[src/include/hlt_modes_regs.vh]
// Mode codes, field positions and reset values for the hardware limit timer
`ifndef HLT_MODES_REGS_VH
`define HLT_MODES_REGS_VH

// Mode field layout: upper group bits and lower option bits
`define HLT_GRP_MSB        4
`define HLT_GRP_LSB        3
`define HLT_OPT_MSB        2
`define HLT_OPT_LSB        0

// Mode groups (upper two bits)
`define HLT_GRP_FREE       2'h0
`define HLT_GRP_ONESHOT    2'h1
`define HLT_GRP_MONO_LVL   2'h2
`define HLT_GRP_RSVD       2'h3

// Option codes (lower three bits)
`define HLT_OPT_0          3'h0
`define HLT_OPT_1          3'h1
`define HLT_OPT_2          3'h2
`define HLT_OPT_3          3'h3
`define HLT_OPT_4          3'h4
`define HLT_OPT_5          3'h5
`define HLT_OPT_6          3'h6
`define HLT_OPT_7          3'h7

// Reset values
`define HLT_COUNT_RST      8'h00
`define HLT_RUN_RST        1'h0
`define HLT_STARTED_RST    1'h0
`define HLT_EXT_PREV_RST   1'h0
`define HLT_PWM_RST        1'h0

// Edge selectors used by the start decoder
`define HLT_EDGE_NONE      2'h0
`define HLT_EDGE_RISE      2'h1
`define HLT_EDGE_FALL      2'h2
`define HLT_EDGE_ANY       2'h3

`endif

[src/hw/hlt_modes.v]
// Mode control, counter, period compare and PWM drive of the hardware limit timer
`include "hlt_modes_regs.vh"
`default_nettype none

// What this block does
// - Mode 00000 counts while run bit set, stops when software clears it.
// - Modes 00001/00010 count only while run set and external input high/low.
// - Modes 00011/00100/00101 reset counter on any, rising, falling external edge.
// - Modes 00110/00111 hold counter reset while external input low/high.
// - Mode 01000 is a one-shot started by setting the run bit alone.
// - Modes 01001-01011 start one-shot on run set plus rising, falling, any edge.
// - Modes 01100/01101 start and reset on the same edge polarity.
// - Mode 01110 starts rising, resets low; 01111 starts falling, resets high.
// - One-shot period match clears run bit and stops counter at zero.
// - Edge-started modes need a fresh edge after run set before restarting.
// - Monostable modes 10001-10011 start on rising, falling or either edge.
// - Monostable period match stops counter at zero, run bit stays set.
// - Monostable PWM goes active on start edge only; later edges ignored.
// - Modes 10110/10111 hold reset at low/high level; start when run and released.
// - Level one-shot match resets counter, clears run, waits for both again.
// - Level one-shot PWM goes active at whichever event starts the timer.
module hlt_modes #(
   parameter WIDTH = 8
) (
   input  wire             I_CORE_CLK,
   input  wire             I_RST,
   input  wire             I_CE,
   input  wire             I_TICK,
   input  wire             I_RUN_SET,
   input  wire             I_RUN_CLR,
   input  wire [4:0]       I_MODE,
   input  wire [WIDTH-1:0] I_PERIOD_VALUE,
   input  wire [WIDTH-1:0] I_DUTY,
   input  wire             I_EXT_RESET_INPUT,
   output reg  [WIDTH-1:0] O_COUNT_VALUE,
   output reg              O_RUN,
   output reg              O_MATCH,
   output reg              O_PWM
);

   // Timing-class localparams for the mode decoder
   localparam [2:0] CLS_IDLE     = 3'h0;
   localparam [2:0] CLS_FREE     = 3'h1;
   localparam [2:0] CLS_ONESHOT  = 3'h2;
   localparam [2:0] CLS_MONO     = 3'h3;
   localparam [2:0] CLS_LEVEL_OS = 3'h4;

   // Edge selection helper: does the chosen edge kind occur now
   function edge_hit;
      input [1:0] kind;
      input       rise;
      input       fall;
      begin
         case (kind)
            `HLT_EDGE_RISE: edge_hit = rise;
            `HLT_EDGE_FALL: edge_hit = fall;
            `HLT_EDGE_ANY:  edge_hit = rise | fall;
            default:        edge_hit = 1'b0;
         endcase
      end
   endfunction

   // Start edge decode, shared by one-shot and monostable groups
   function [1:0] start_edge_of;
      input [2:0] opt;
      begin
         case (opt)
            `HLT_OPT_1: start_edge_of = `HLT_EDGE_RISE;
            `HLT_OPT_2: start_edge_of = `HLT_EDGE_FALL;
            `HLT_OPT_3: start_edge_of = `HLT_EDGE_ANY;
            `HLT_OPT_4: start_edge_of = `HLT_EDGE_RISE;
            `HLT_OPT_5: start_edge_of = `HLT_EDGE_FALL;
            `HLT_OPT_6: start_edge_of = `HLT_EDGE_RISE;
            `HLT_OPT_7: start_edge_of = `HLT_EDGE_FALL;
            default:    start_edge_of = `HLT_EDGE_NONE;
         endcase
      end
   endfunction

   // Internal state
   reg [WIDTH-1:0] count_reg;
   reg [WIDTH-1:0] count_next;
   reg             run_reg;
   reg             run_next;
   reg             started_reg;
   reg             started_next;
   reg             ext_prev_reg;
   reg             match_next;
   reg             pwm_next;

   // Mode decode results
   reg  [2:0]      cls;
   reg  [1:0]      start_kind;
   reg             gate_en;
   reg             edge_rst;
   reg             level_rst;
   reg             live;
   reg             hw_clear_run;
   reg             start_now;

   wire [1:0]      grp = I_MODE[`HLT_GRP_MSB:`HLT_GRP_LSB];
   wire [2:0]      opt = I_MODE[`HLT_OPT_MSB:`HLT_OPT_LSB];
   wire            ext = I_EXT_RESET_INPUT;
   // Input is synchronous to the core clock, so edges come from one delay stage.
   // History clears to low, so a high input at release reads as a rising edge;
   // that is harmless because the run bit is still clear on that cycle.
   wire            ext_rise = ext & ~ext_prev_reg;
   wire            ext_fall = ~ext & ext_prev_reg;
   // Edges are seen every core clock, so a short pulse between ticks still counts
   // Compare runs every core clock; the match is only acted on with the tick itself
   wire            at_period = (count_reg == I_PERIOD_VALUE);
   wire            tick_match = I_TICK & at_period;

   // Classify the mode into a timing class
   // Reserved codes fall to idle so an unknown code can never run the counter
   always @* begin
      cls = CLS_IDLE;
      case (grp)
         `HLT_GRP_FREE: begin
            cls = CLS_FREE;
         end
         `HLT_GRP_ONESHOT: begin
            cls = CLS_ONESHOT;
         end
         `HLT_GRP_MONO_LVL: begin
            if ((opt == `HLT_OPT_1) || (opt == `HLT_OPT_2) || (opt == `HLT_OPT_3)) begin
               cls = CLS_MONO;
            end else if ((opt == `HLT_OPT_6) || (opt == `HLT_OPT_7)) begin
               cls = CLS_LEVEL_OS;
            end else begin
               cls = CLS_IDLE;
            end
         end
         default: begin
            cls = CLS_IDLE;
         end
      endcase
   end

   // Per-mode gating, reset and start conditions
   always @* begin
      gate_en    = 1'b0;
      edge_rst   = 1'b0;
      level_rst  = 1'b0;
      start_kind = `HLT_EDGE_NONE;
      case (cls)
         CLS_FREE: begin
            case (opt)
               `HLT_OPT_0: gate_en = run_reg;
               `HLT_OPT_1: gate_en = run_reg & ext;
               `HLT_OPT_2: gate_en = run_reg & ~ext;
               `HLT_OPT_3: begin
                  gate_en  = run_reg;
                  edge_rst = ext_rise | ext_fall;
               end
               `HLT_OPT_4: begin
                  gate_en  = run_reg;
                  edge_rst = ext_rise;
               end
               `HLT_OPT_5: begin
                  gate_en  = run_reg;
                  edge_rst = ext_fall;
               end
               `HLT_OPT_6: begin
                  gate_en   = run_reg & ext;
                  level_rst = ~ext;
               end
               default: begin
                  gate_en   = run_reg & ~ext;
                  level_rst = ext;
               end
            endcase
         end
         CLS_ONESHOT: begin
            start_kind = start_edge_of(opt);
            case (opt)
               `HLT_OPT_4: edge_rst = ext_rise;
               `HLT_OPT_5: edge_rst = ext_fall;
               `HLT_OPT_6: level_rst = ~ext;
               `HLT_OPT_7: level_rst = ext;
               default:    edge_rst = 1'b0;
            endcase
         end
         CLS_MONO: begin
            start_kind = start_edge_of(opt);
         end
         CLS_LEVEL_OS: begin
            // Reset level low for option 6, high for option 7
            level_rst = (opt == `HLT_OPT_6) ? ~ext : ext;
            gate_en   = run_reg & ~level_rst;
         end
         default: begin
            gate_en = 1'b0;
         end
      endcase
   end

   // Start detection and the liveness of the count this cycle
   always @* begin
      start_now = 1'b0;
      live      = 1'b0;
      if (cls == CLS_ONESHOT) begin
         if (opt == `HLT_OPT_0) begin
            live = run_reg;
         end else begin
            // Edge only counts while run is already set, so a stale edge is lost
            start_now = run_reg & ~started_reg & edge_hit(start_kind, ext_rise, ext_fall);
            live      = run_reg & (started_reg | start_now) & ~level_rst;
         end
      end else if (cls == CLS_MONO) begin
         // Edges during counting are ignored because started is already set
         start_now = run_reg & ~started_reg & edge_hit(start_kind, ext_rise, ext_fall);
         live      = run_reg & (started_reg | start_now);
      end else begin
         live = gate_en;
      end
   end

   // Counter, started flag and hardware clear of the run bit
   always @* begin
      count_next   = count_reg;
      started_next = started_reg;
      hw_clear_run = 1'b0;
      match_next   = 1'b0;
      case (cls)
         CLS_FREE: begin
            // Free modes never use the start flag; dropping it here stops a
            // stale start from an edge mode being applied after a mode change
            started_next = 1'b0;
            if (level_rst) begin
               count_next = `HLT_COUNT_RST;
            end else if (edge_rst) begin
               count_next = `HLT_COUNT_RST;
            end else if (live && I_TICK) begin
               match_next = at_period;
               count_next = at_period ? `HLT_COUNT_RST : count_reg + 1'b1;
            end
         end
         CLS_ONESHOT, CLS_MONO: begin
            if (!run_reg) begin
               started_next = 1'b0;
            end else if (start_now) begin
               started_next = 1'b1;
            end
            if (level_rst) begin
               count_next   = `HLT_COUNT_RST;
               started_next = 1'b0;
            end else if (edge_rst && started_reg) begin
               count_next = `HLT_COUNT_RST;
            end else if (live && tick_match) begin
               match_next   = 1'b1;
               count_next   = `HLT_COUNT_RST;
               // Monostable keeps the run bit and re-arms for the next edge
               started_next = 1'b0;
               hw_clear_run = (cls == CLS_ONESHOT);
            end else if (live && I_TICK) begin
               count_next = count_reg + 1'b1;
            end
         end
         CLS_LEVEL_OS: begin
            started_next = 1'b0;
            if (level_rst) begin
               count_next = `HLT_COUNT_RST;
            end else if (live && tick_match) begin
               match_next   = 1'b1;
               count_next   = `HLT_COUNT_RST;
               hw_clear_run = 1'b1;
            end else if (live && I_TICK) begin
               count_next = count_reg + 1'b1;
            end else if (!run_reg) begin
               count_next = `HLT_COUNT_RST;
            end
         end
         default: begin
            count_next   = `HLT_COUNT_RST;
            started_next = 1'b0;
         end
      endcase
   end

   // Run bit: software set wins over a hardware clear in the same cycle
   // A late set therefore restarts a one-shot instead of being lost to its match
   always @* begin
      run_next = run_reg;
      if (hw_clear_run) begin
         run_next = 1'b0;
      end
      if (I_RUN_CLR) begin
         run_next = 1'b0;
      end
      if (I_RUN_SET) begin
         run_next = 1'b1;
      end
   end

   // PWM follows the live count; in monostable it stays low after the match
   // Free modes drive PWM from the run bit alone; gating only pauses the count
   always @* begin
      pwm_next = 1'b0;
      if (cls == CLS_MONO) begin
         pwm_next = (started_next | start_now) & (count_next < I_DUTY);
      end else if (cls == CLS_LEVEL_OS) begin
         // Either the release or the run set makes live true, so both start PWM
         pwm_next = live & ~hw_clear_run & (count_next < I_DUTY);
      end else if (cls == CLS_ONESHOT) begin
         pwm_next = live & ~hw_clear_run & (count_next < I_DUTY);
      end else if (cls == CLS_FREE) begin
         pwm_next = run_reg & (count_next < I_DUTY);
      end
   end

   // State registers; the clock enable freezes everything while low.
   // Reset overrides the enable so the block always comes up idle, and the
   // edge history freezes too, so a change during a frozen spell is seen later.
   always @(posedge I_CORE_CLK) begin
      if (I_RST) begin
         count_reg     <= `HLT_COUNT_RST;
         run_reg       <= `HLT_RUN_RST;
         started_reg   <= `HLT_STARTED_RST;
         ext_prev_reg  <= `HLT_EXT_PREV_RST;
         O_COUNT_VALUE <= `HLT_COUNT_RST;
         O_RUN         <= `HLT_RUN_RST;
         O_MATCH       <= 1'b0;
         O_PWM         <= `HLT_PWM_RST;
      end else if (I_CE) begin
         count_reg     <= count_next;
         run_reg       <= run_next;
         started_reg   <= started_next;
         ext_prev_reg  <= ext;
         O_COUNT_VALUE <= count_next;
         O_RUN         <= run_next;
         O_MATCH       <= match_next;
         O_PWM         <= pwm_next;
      end
   end

endmodule

`default_nettype wire

[config.mk]
export PLATFORM = sky130hd
export DESIGN_NAME = hlt_modes
export DESIGN_NICKNAME = d
export VERILOG_FILES = /design/src/hw/hlt_modes.v
export VERILOG_INCLUDE_DIRS = /design/src /design/src/include
export SDC_FILE = /design/constraint.sdc
export NUM_CORES = 1
export LEC_CHECK = 0
export BUFFER_PORTS_ARGS = -buffer_cell sky130_fd_sc_hd__buf_2
export CORE_MARGIN = 2
export CORE_UTILIZATION = 49
export CTS_CLUSTER_DIAMETER = 150
export DETAILED_ROUTE_END_ITERATION = 12
export MAX_ROUTING_LAYER = met4
export PLACE_DENSITY = 0.78
export SYNTH_ARGS = -nofsm -noshare
export SYNTH_HDL_FRONTEND = slang
export SYNTH_SLANG_ARGS = --single-unit
[constraint.sdc]
create_clock -name I_CORE_CLK -period 3.8 [get_ports I_CORE_CLK]
set_input_delay 0.38 -clock I_CORE_CLK [delete_from_list [all_inputs] [get_ports I_CORE_CLK]]
set_output_delay 0.38 -clock I_CORE_CLK [all_outputs]
set_load 0.02 [all_outputs]
==> impl_metrics.toml, run 1 <==
[global_routing]
grt_max_degree = 16
grt_pass1_vias = 1483
grt_overflow = 0
antenna_found_initial = 0
grt_pass1_wl_mm = 7.003
grt_use_total_pct = 25.87

[critical_path]
critPathMaxFanout = 8
crit_start = "I_EXT_RESET_INPUT"
cp_data_arrival_time_ps = 3810
cp-start-kind = "input port"
end_kind = "flop"
timing.rr.start = "ext_prev_reg$_SDFFE_PP0P_"
crit_required_ps = 4010
crit_type = "input port to flop"

[drt]
dr.pass1.iters = 5
detail_route.vias_per_cell = 5.963
vias = 1777
wire_per_inst_um = 14.86
drtAntennaViolNets = 0
drt_wl_total_mm = 4.429
drtIter0Drc = 202
drc = 0

[synthesis]
ys.flop_type = "dfxtp_1"
synthTopCellsByArea = "dfxtp_1 (16%), ha_1 (8.6%), nand2_1 (5.9%)"
yosys_warnings = 0
synth_top_area_share_pct = 16.22
ys_seq_area_share_pct = 16.22
synth.distinct_cells = 52
synthesis.nets = 257
synthCells = 218
ys_ff_latch = 13
yosysTopAreaCell = "dfxtp_1"
ys_async_sr_fraction_pct = 0
syn_avg_cell_area_um2 = 7.358
syn-cell-area_mm2 = 0.001604
synth_edf_count = 0

[layout]
largest_reg_flops = 8
final_common_cell = "buf_2"
nNetsFinal = 294
drive_gt1_share_pct = 22.44
layout.cells.non_filler = 298
layout_common_cells = "buf_2 (38), nand2_1 (25), nor2_1 (20)"
fin_area_mm2 = 0.001866
utilization_pct = 60.61
area_growth_pct = 16.30
antenna_cells = 0

[clock_network]
htreeDepth = 1
cts-root-buf = "clkbuf_4"
clock_path_buffers = 2
cts_sinks = 13
clkTransAtPathRegs_ps = 80
clock_insertion_delay_worst_skew_ps = 290
postCtsHoldBufs = 0
cts_tree = "done"
postCtsSetupBuffers = 0
cts_buffers = 3

[timing]
setup_viol = 0
fin_crit_sh_pct = 94.64
whs_ps = 324.8
worstMarginPinSlew_ps = 413.7
fmax_mhz = 278.1
final.setup.worst_slack_ps = 203.6
fin_skew_ps = 0.9610
slew-limit-headroom_pct = 72.39
drv_slew = 0
hold_viol = 0
fin_crit_ps = 3596

[placement]
placed_cells = 294
pre_cts_ws_ps = -78.66
dp_hpwl_mm = 3.460
port_buffers = 38
post_dp_cell_area_mm2 = 0.001831
routabilityCongestion = 0.9671

[outcome]
status = "finished, final reports clean"

[die]
die_h_um = 61.22
io_pins = 39
die_area_mm2 = 0.003747
start_util_pct = 52.11
fp-row-count = 20
fp.dieW_um = 61.22
coreArea_mm2 = 0.003078

[pwr]
max-vdd-ir-drop_mv = 0.1256
p_leak_nw = 0.8796
power_density_mw_per_mm2 = 188.3

[min_path]
hp-class = "input port to flop"
hp-start = "I_RUN_SET"

[run]
max_cap_violations = 0
area by class of cell:
class,instances,area (µm²)
inverter,14,52.55
clock buffer,4,26.28
sequential,13,260.3
fill,328,1212
tap,44,55.05
timing repair buffer,43,227.7
multi-input combinational,180,1244
worst max-delay path, cell delays in order:
cell and delay (ps):
buf_2 170, inv_1 90, ha_1 310, nor2b_1 40, o21ai_0 270, nand3b_1 210
a311o_1 440, nand3_1 120, mux2i_2 260, nor2_1 70, ha_1 290, a21o_1 180
a21o_1 180, a211oi_2 290, and3_1 190, a31oi_1 80, a311oi_1 220
synth_stat cells (all sizes together) (2+ instances only):
library cell,instances
nand2,25
nor2,20
inv,14
dfxtp,13
ha,11
a21oi,10
xor2,10
nand3,9
nor3,7
o21ai,7
and3,6
clkbuf,6
nand2b,6
nand4,6
o32ai,6
a31oi,5
buf,5
and2,4
mux2i,4
nor2b,4
a211oi,3
a21o,3
a41oi,3
nor4,3
a211o,2
a311o,2
a311oi,2
mux2,2
nand4b,2
nor3b,2
nor4b,2
or3,2
final timing paths:
kind	slack, ps	cells after the start	endpoint
worst max register to register	210	15	O_PWM$_SDFFE_PP0P_
worst max-delay path	200	17	O_PWM$_SDFFE_PP0P_
worst min-delay path	320	3	run_reg$_SDFFE_PP0P_
worst min register to register	470	2	O_MATCH$_SDFFE_PP0P_
metrics by stage:
stage	setup TNS, ps	total power (W)
final	0	0.0003513
after global routing	-43.55	0.0003677
after CTS	0	0.0003502
after detailed placement	-78.66	0.0002589
after global placement	0	0.0002576
after floorplan	0	0.0002197
kinds of logic (layout without fill, tap and decap cells):
| group | count (synthesis) | count (layout) | synth area share, % |
|---|---|---|---|
| AND/OR/NAND/NOR | 101 | 101 | 33.07 |
| AO/OA/AOI/OAI | 51 | 51 | 25.43 |
| buffers and inverters | 25 | 61 | 6.786 |
| flip-flops | 13 | 13 | 16.22 |
| adder cells (fa/ha/maj) | 11 | 11 | 8.580 |
| XOR/XNOR | 11 | 11 | 6.006 |
| multiplexers | 6 | 6 | 3.900 |
repair_timing:
item                                    in CTS  in global routing
gates resized for setup                      0                  2
endpoints found under the hold margin        0                  0
endpoints found under the setup margin       0                  1
power by group:
group	internal [W]	switching (W)	leakage [nW]	total, W
Clock	0.0000409	0.0000522	0.0150	0.0000931
Combinational	0.0000488	0.0000690	0.759	0.000118
Sequential	0.000138	0.00000262	0.105	0.000140
metal layers:
| metal | up-vias | track usage (%) | wire (µm) |
|---|---|---|---|
| li1 | 877 | - | - |
| met1 | 794 | 36.83 | 1960 |
| met2 | 93 | 37.08 | 1963 |
| met3 | 13 | 1.891 | 381 |
| met4 | 0 | 11.80 | 124 |
| met5 | - | - | 0 |
(Power assumes the default switching activity.)
==> run 2: changes to the inputs <==
- RECOVER_POWER: default -> 100
==> run 2 against run 1 <==
Clock-buffer cell count unchanged. Worst hold slack better by 1.9 ps. Final area is 1.4% lower. Utilization fell by 0.85 points. Setup slack got worse by 17 ps. Clock skew is essentially flat. Largest cell class unchanged.
==> impl_metrics.toml, run 2 (synthesis gave the netlist of run 1 again) <==
[outcome]
status = "finished, final reports clean"

[die]
coreArea_mm2 = 0.003078
fp.dieW_um = 61.22
die_h_um = 61.22
start_util_pct = 52.11
io_pins = 39
die_area_mm2 = 0.003747
fp-row-count = 20

[global_routing]
grt_pass1_vias = 1483
grt_overflow = 0
grt_pass1_wl_mm = 7.003
grt_max_degree = 16
antenna_found_initial = 0
grt_use_total_pct = 25.87

[placement]
routabilityCongestion = 0.9671
port_buffers = 38
dp_hpwl_mm = 3.460

[clock_network]
htreeDepth = 1
cts_tree = "done"
cts_sinks = 13
postCtsSetupBuffers = 0
clkTransAtPathRegs_ps = 80
cts-root-buf = "clkbuf_4"
clock_insertion_delay_worst_skew_ps = 290
clock_path_buffers = 2
postCtsHoldBufs = 0
cts_buffers = 3

[timing]
fin_skew_ps = 0.7814
hold_viol = 0
fmax_mhz = 276.8
fin_crit_ps = 3613
drv_slew = 0
tns_ps = 0
setup_viol = 0
slew-limit-headroom_pct = 69.34
worstMarginPinSlew_ps = 459.9
fin_crit_sh_pct = 95.08

[drt]
drt_wl_total_mm = 4.456
vias = 1777
drtAntennaViolNets = 0
dr.pass1.iters = 4
wire_per_inst_um = 14.95
drtIter0Drc = 207
drc = 0
detail_route.vias_per_cell = 5.963

[layout]
fillers = 338
utilization_pct = 59.76
nNetsFinal = 294
drive_gt1_share_pct = 16.14
largest_reg_flops = 8
antenna_cells = 0
layout_common_cells = "buf_2 (26), nand2_1 (25), nor2_1 (20)"
regArea_um2 = 260.3
multiInputGateArea_mm2 = 0.001244
final_common_cell = "buf_2"
area_growth_pct = 14.66

[critical_path]
crit_path_top_delay_cell = "dfxtp_1"
crit_type = "flop to flop"
end_kind = "flop"
crit_chain = "inv_1 > ha_1 > mux2_1 > o21ai_1 > nand2b_1 > a311o_1 > nand3_1 > mux2i_2 > nor2_1 > ha_1 > a21o_1 > a21o_1 > a211oi_2 > and3_1 > a31oi_1 > a311oi_1"
cp_slowest_stage_delay_ps = 390
r2r_cells = 16
crit_start = "ext_prev_reg$_SDFFE_PP0P_"
cp-start-kind = "flop"
crit_required_ps = 4010
critPathMaxFanout = 4
regToRegSetupSlack_ps = 190
timing.rr.start = "ext_prev_reg$_SDFFE_PP0P_"
cp_num_cells = 16
rr_endpoint = "O_PWM$_SDFFE_PP0P_"
cp_data_arrival_time_ps = 3820
crit_buf_inv = 1
path_delay_family = "compound AO/OA/AOI/OAI gates"

[min_path]
hp-class = "input port to flop"
hold_depth = 3
whs_endpoint = "run_reg$_SDFFE_PP0P_"
hp-start = "I_RUN_SET"

[pwr]
max-vdd-ir-drop_mv = 0.1261
power_density_mw_per_mm2 = 189.3
p_leak_nw = 0.8173

[run]
max_cap_violations = 0
-- run 2: cell types whose count changed in the layout (fill, tap and decap cells not counted), sizes merged --
cell and change:
clkbuf +15, buf -15
-- run 2: layout make-up --
class	instances	share of cell area [%]
repair buffers	43	10.95
flip-flops and latches	13	14.15
multi-input cells	180	67.62
clock buffers	4	1.429
well taps	44	2.993
inverters	14	2.857
-- run 2: worst register-to-register path, cell delays in order (launching register included) --
cell and delay [ps]:
dfxtp_1 390, inv_1 70, ha_1 200, mux2_1 330, o21ai_1 180, nand2b_1 140
a311o_1 340, nand3_1 120, mux2i_2 260, nor2_1 70, ha_1 290, a21o_1 180
a21o_1 180, a211oi_2 290, and3_1 200, a31oi_1 80, a311oi_1 220
-- run 2: layer usage --
metal  vias to the layer above  wire, µm  GRT usage, %
met4                         0       116         11.80
met3                        11       362         1.891
met5                         -         0             -
met2                        97      1987         37.08
met1                       788      1990         36.83
li1                        881         -             -
-- run 2: report_power, final --
part	internal [W]	switching (W)	total, W
Sequential	0.000138	0.00000267	0.000141
Combinational	0.0000455	0.0000693	0.000115
Clock	0.0000409	0.0000519	0.0000928
-- run 2: metrics by stage --
stage	power, W	setup WS [ps]	cell area (µm²)	instances	hold slack, ps
floorplan	0.0002197	128.5	1604	218	487.2
global placement	0.0002576	143.5	1831	294	451.0
detailed placement	0.0002589	-78.66	1831	294	456.4
CTS	0.0003502	213.5	1857	298	327.1
global route	0.0003644	-43.51	1839	298	334.8
finish	0.0003482	186.9	1839	298	326.6
-- run 2: worst max-delay path by stage --
stage	to	slack, ps
2_1_floorplan	O_PWM$_SDFFE_PP0P_	130
3_3_place_gp	O_PWM$_SDFFE_PP0P_	140
3_5_place_dp	O_PWM$_SDFFE_PP0P_	-80
4_1_cts	O_PWM$_SDFFE_PP0P_	210
5_1_grt	O_PWM$_SDFFE_PP0P_	-40
6_report	O_PWM$_SDFFE_PP0P_	190
-- run 2: timing repair --
item | CTS | global route
endpoints found under the hold margin | 0 | 0
endpoints found under the setup margin | 0 | 1
resized for setup | 0 | 2
==> run 3: changes to the inputs <==
- clock period: 3.8 -> 3 ns (I/O delays scaled with it)
==> run 3 against run 2 <==
Total power up 44%. Sequential power grew 26%. Register-to-register slack got worse by 680 ps. Worst hold slack got worse by 78 ps. Critical endpoint unchanged. The flow now finishes with violations (setup timing). Final cell count rose by 15%.
==> impl_metrics.toml, run 3 (synthesis gave the netlist of run 1 again) <==
[global_routing]
grt_use_met1_pct = 40.56
grt_overflow = 0
met3_usage_pct = 6.513
antenna_found_initial = 0
busiest_layer = "met2"
grt_pass1_wl_mm = 8.197
grt_pass1_vias = 1849
grt_use_met2_pct = 45.74
grt_max_degree = 16
grt_use_total_pct = 30.22

[timing]
worstMarginPinSlew_ps = 434.1
hold_viol = 0
setup_viol = 1
fmax_mhz = 286.2
final.setup.worst_slack_ps = -493.8
drv_slew = 0
fin_skew_ps = 17.10
slew-limit-headroom_pct = 71.03
rsz0062_at_grt = "yes"
fin_crit_ps = 3494
tns_ps = -493.8
whs_ps = 248.6
fin_crit_sh_pct = 116.5

[min_path]
hp-class = "input port to flop"
whs_endpoint = "run_reg$_SDFFE_PP0P_"
hp-start = "I_RUN_SET"
hold_depth = 3

[pwr]
max-vdd-ir-drop_mv = 0.2047
p_leak_nw = 1.066
switching_share_pct = 35.75
seqPwrFrac_pct = 35.4
intPower_w = 0.0003218
clkPwrFrac_pct = 23.8
power_density_mw_per_mm2 = 220.5
combPwrFrac_pct = 40.8
p_sw_w = 0.0001791

[layout]
drive_gt1_share_pct = 34.56
final_common_cell = "buf_4"
layout_common_cells = "buf_4 (49), buf_2 (28), nand2_1 (24)"
fillers = 260
largest_reg_flops = 8
antenna_cells = 0
nNetsFinal = 338
fin_area_mm2 = 0.002272
layout.cells.non_filler = 342
area_growth_pct = 41.65

[critical_path]
crit_path_top_delay_cell = "a311o_1"
crit_required_ps = 3210
regToRegSetupSlack_ps = -490
path_delay_family = "compound AO/OA/AOI/OAI gates"
crit_type = "flop to flop"
cp-start-kind = "flop"
cp_data_arrival_time_ps = 3700
end_kind = "flop"
crit_chain = "inv_2 > ha_4 > mux2_4 > o21ai_4 > nand2b_1 > a311o_1 > nand3_2 > mux2i_2 > nor2_1 > ha_1 > a21o_1 > a21o_1 > a211oi_2 > and3_1 > a31oi_1 > a311oi_1"
crit_buf_inv = 1
critPathMaxFanout = 5
timing.rr.start = "ext_prev_reg$_SDFFE_PP0P_"
rr_endpoint = "O_PWM$_SDFFE_PP0P_"
cp_slowest_stage_delay_ps = 450
cpMostUsedCell = "a21o_1"
crit_start = "ext_prev_reg$_SDFFE_PP0P_"
r2r_cells = 16

[die]
io_pins = 39
die_h_um = 61.22
die_area_mm2 = 0.003747
fp-row-count = 20
start_util_pct = 52.11
coreArea_mm2 = 0.003078
fp.dieW_um = 61.22

[drt]
wire_per_inst_um = 16.00
drtAntennaViolNets = 0
detail_route.vias_per_cell = 6.167
drc = 0
vias = 2109
drt_wl_total_mm = 5.471
drtIter0Drc = 175
dr.pass1.iters = 6

[placement]
pre_cts_ws_ps = -447.4
post_dp_cell_area_mm2 = 0.002193
dp_hpwl_mm = 4.037
routabilityCongestion = 0.9186
placed_cells = 336
port_buffers = 38

[clock_network]
htreeDepth = 1
cts_tree = "done"
cts_sinks = 13
cts_buffers = 3
cts-root-buf = "clkbuf_4"
clock_path_buffers = 2
clkTransAtPathRegs_ps = 100
clock_insertion_delay_worst_skew_ps = 290

[run]
max_cap_violations = 0

[outcome]
status = "complete, but fails checks"
violations = "setup timing"
==> run 3: layer usage <==
metal / share of wire, % / vias to the layer above / routed length, µm
met5: 0 / - / 0
met4: 3.3 / 0 / 183
met3: 10 / 38 / 569
met2: 44 / 150 / 2401
met1: 42 / 957 / 2316
li1: - / 964 / -
==> run 3: repair_timing <==
item,in CTS,in global routing
gates resized for setup,6,7
buffers inserted,0,2
hold buffers,0,0
pin swaps,0,5
setup endpoints to repair,1,1
==> run 3: worst reg2reg max path: stages, from the launching register on <==
cell      delay (ps)
dfxtp_4          390
inv_2             50
ha_4             150
mux2_4           300
o21ai_4          130
nand2b_1         120
a311o_1          450
nand3_2          110
mux2i_2          260
nor2_1            80
ha_1             320
a21o_1           170
a21o_1           160
a211oi_2         280
and3_1           190
a31oi_1           80
a311oi_1         200
==> run 3: power groups by stage <==
stage	Sequential [W]	Clock, W	Combinational (W)
final	0.000178	0.000119	0.000204
after global routing	0.000178	0.000128	0.000219
after CTS	0.000177	0.000118	0.000189
after detailed placement	0.000181	0	0.000186
after global placement	0.000181	0	0.000183
after floorplan	0.000183	0	0.000107
==> run 3: worst max-delay path by stage <==
stage | endpoint | slack (ps) | cells after the start
CTS | O_PWM$_SDFFE_PP0P_ | -360 | 15
finish | O_PWM$_SDFFE_PP0P_ | -490 | 16
detailed placement | O_PWM$_SDFFE_PP0P_ | -450 | 17
floorplan | O_PWM$_SDFFE_PP0P_ | -170 | 17
global route | O_PWM$_SDFFE_PP0P_ | -590 | 16
global placement | O_PWM$_SDFFE_PP0P_ | -430 | 17
==> run 3: through the flow <==
step | utilization (%) | total power, W
3_3_place_gp | 71.26 | 0.0003640
4_1_cts | 72.56 | 0.0004836
3_5_place_dp | 71.26 | 0.0003673
6_report | 73.82 | 0.0005009
5_1_grt | 73.82 | 0.0005248
2_1_floorplan | - | 0.0002900
==> run 3: layout make-up <==
type | instances | area (µm²) | area share (%)
multi-input cells | 180 | 1326 | 58.37
repair buffers | 87 | 545.5 | 24.01
flip-flops and latches | 13 | 264.0 | 11.62
inverters | 14 | 55.05 | 2.423
well taps | 44 | 55.05 | 2.423
clock buffers | 4 | 26.28 | 1.156
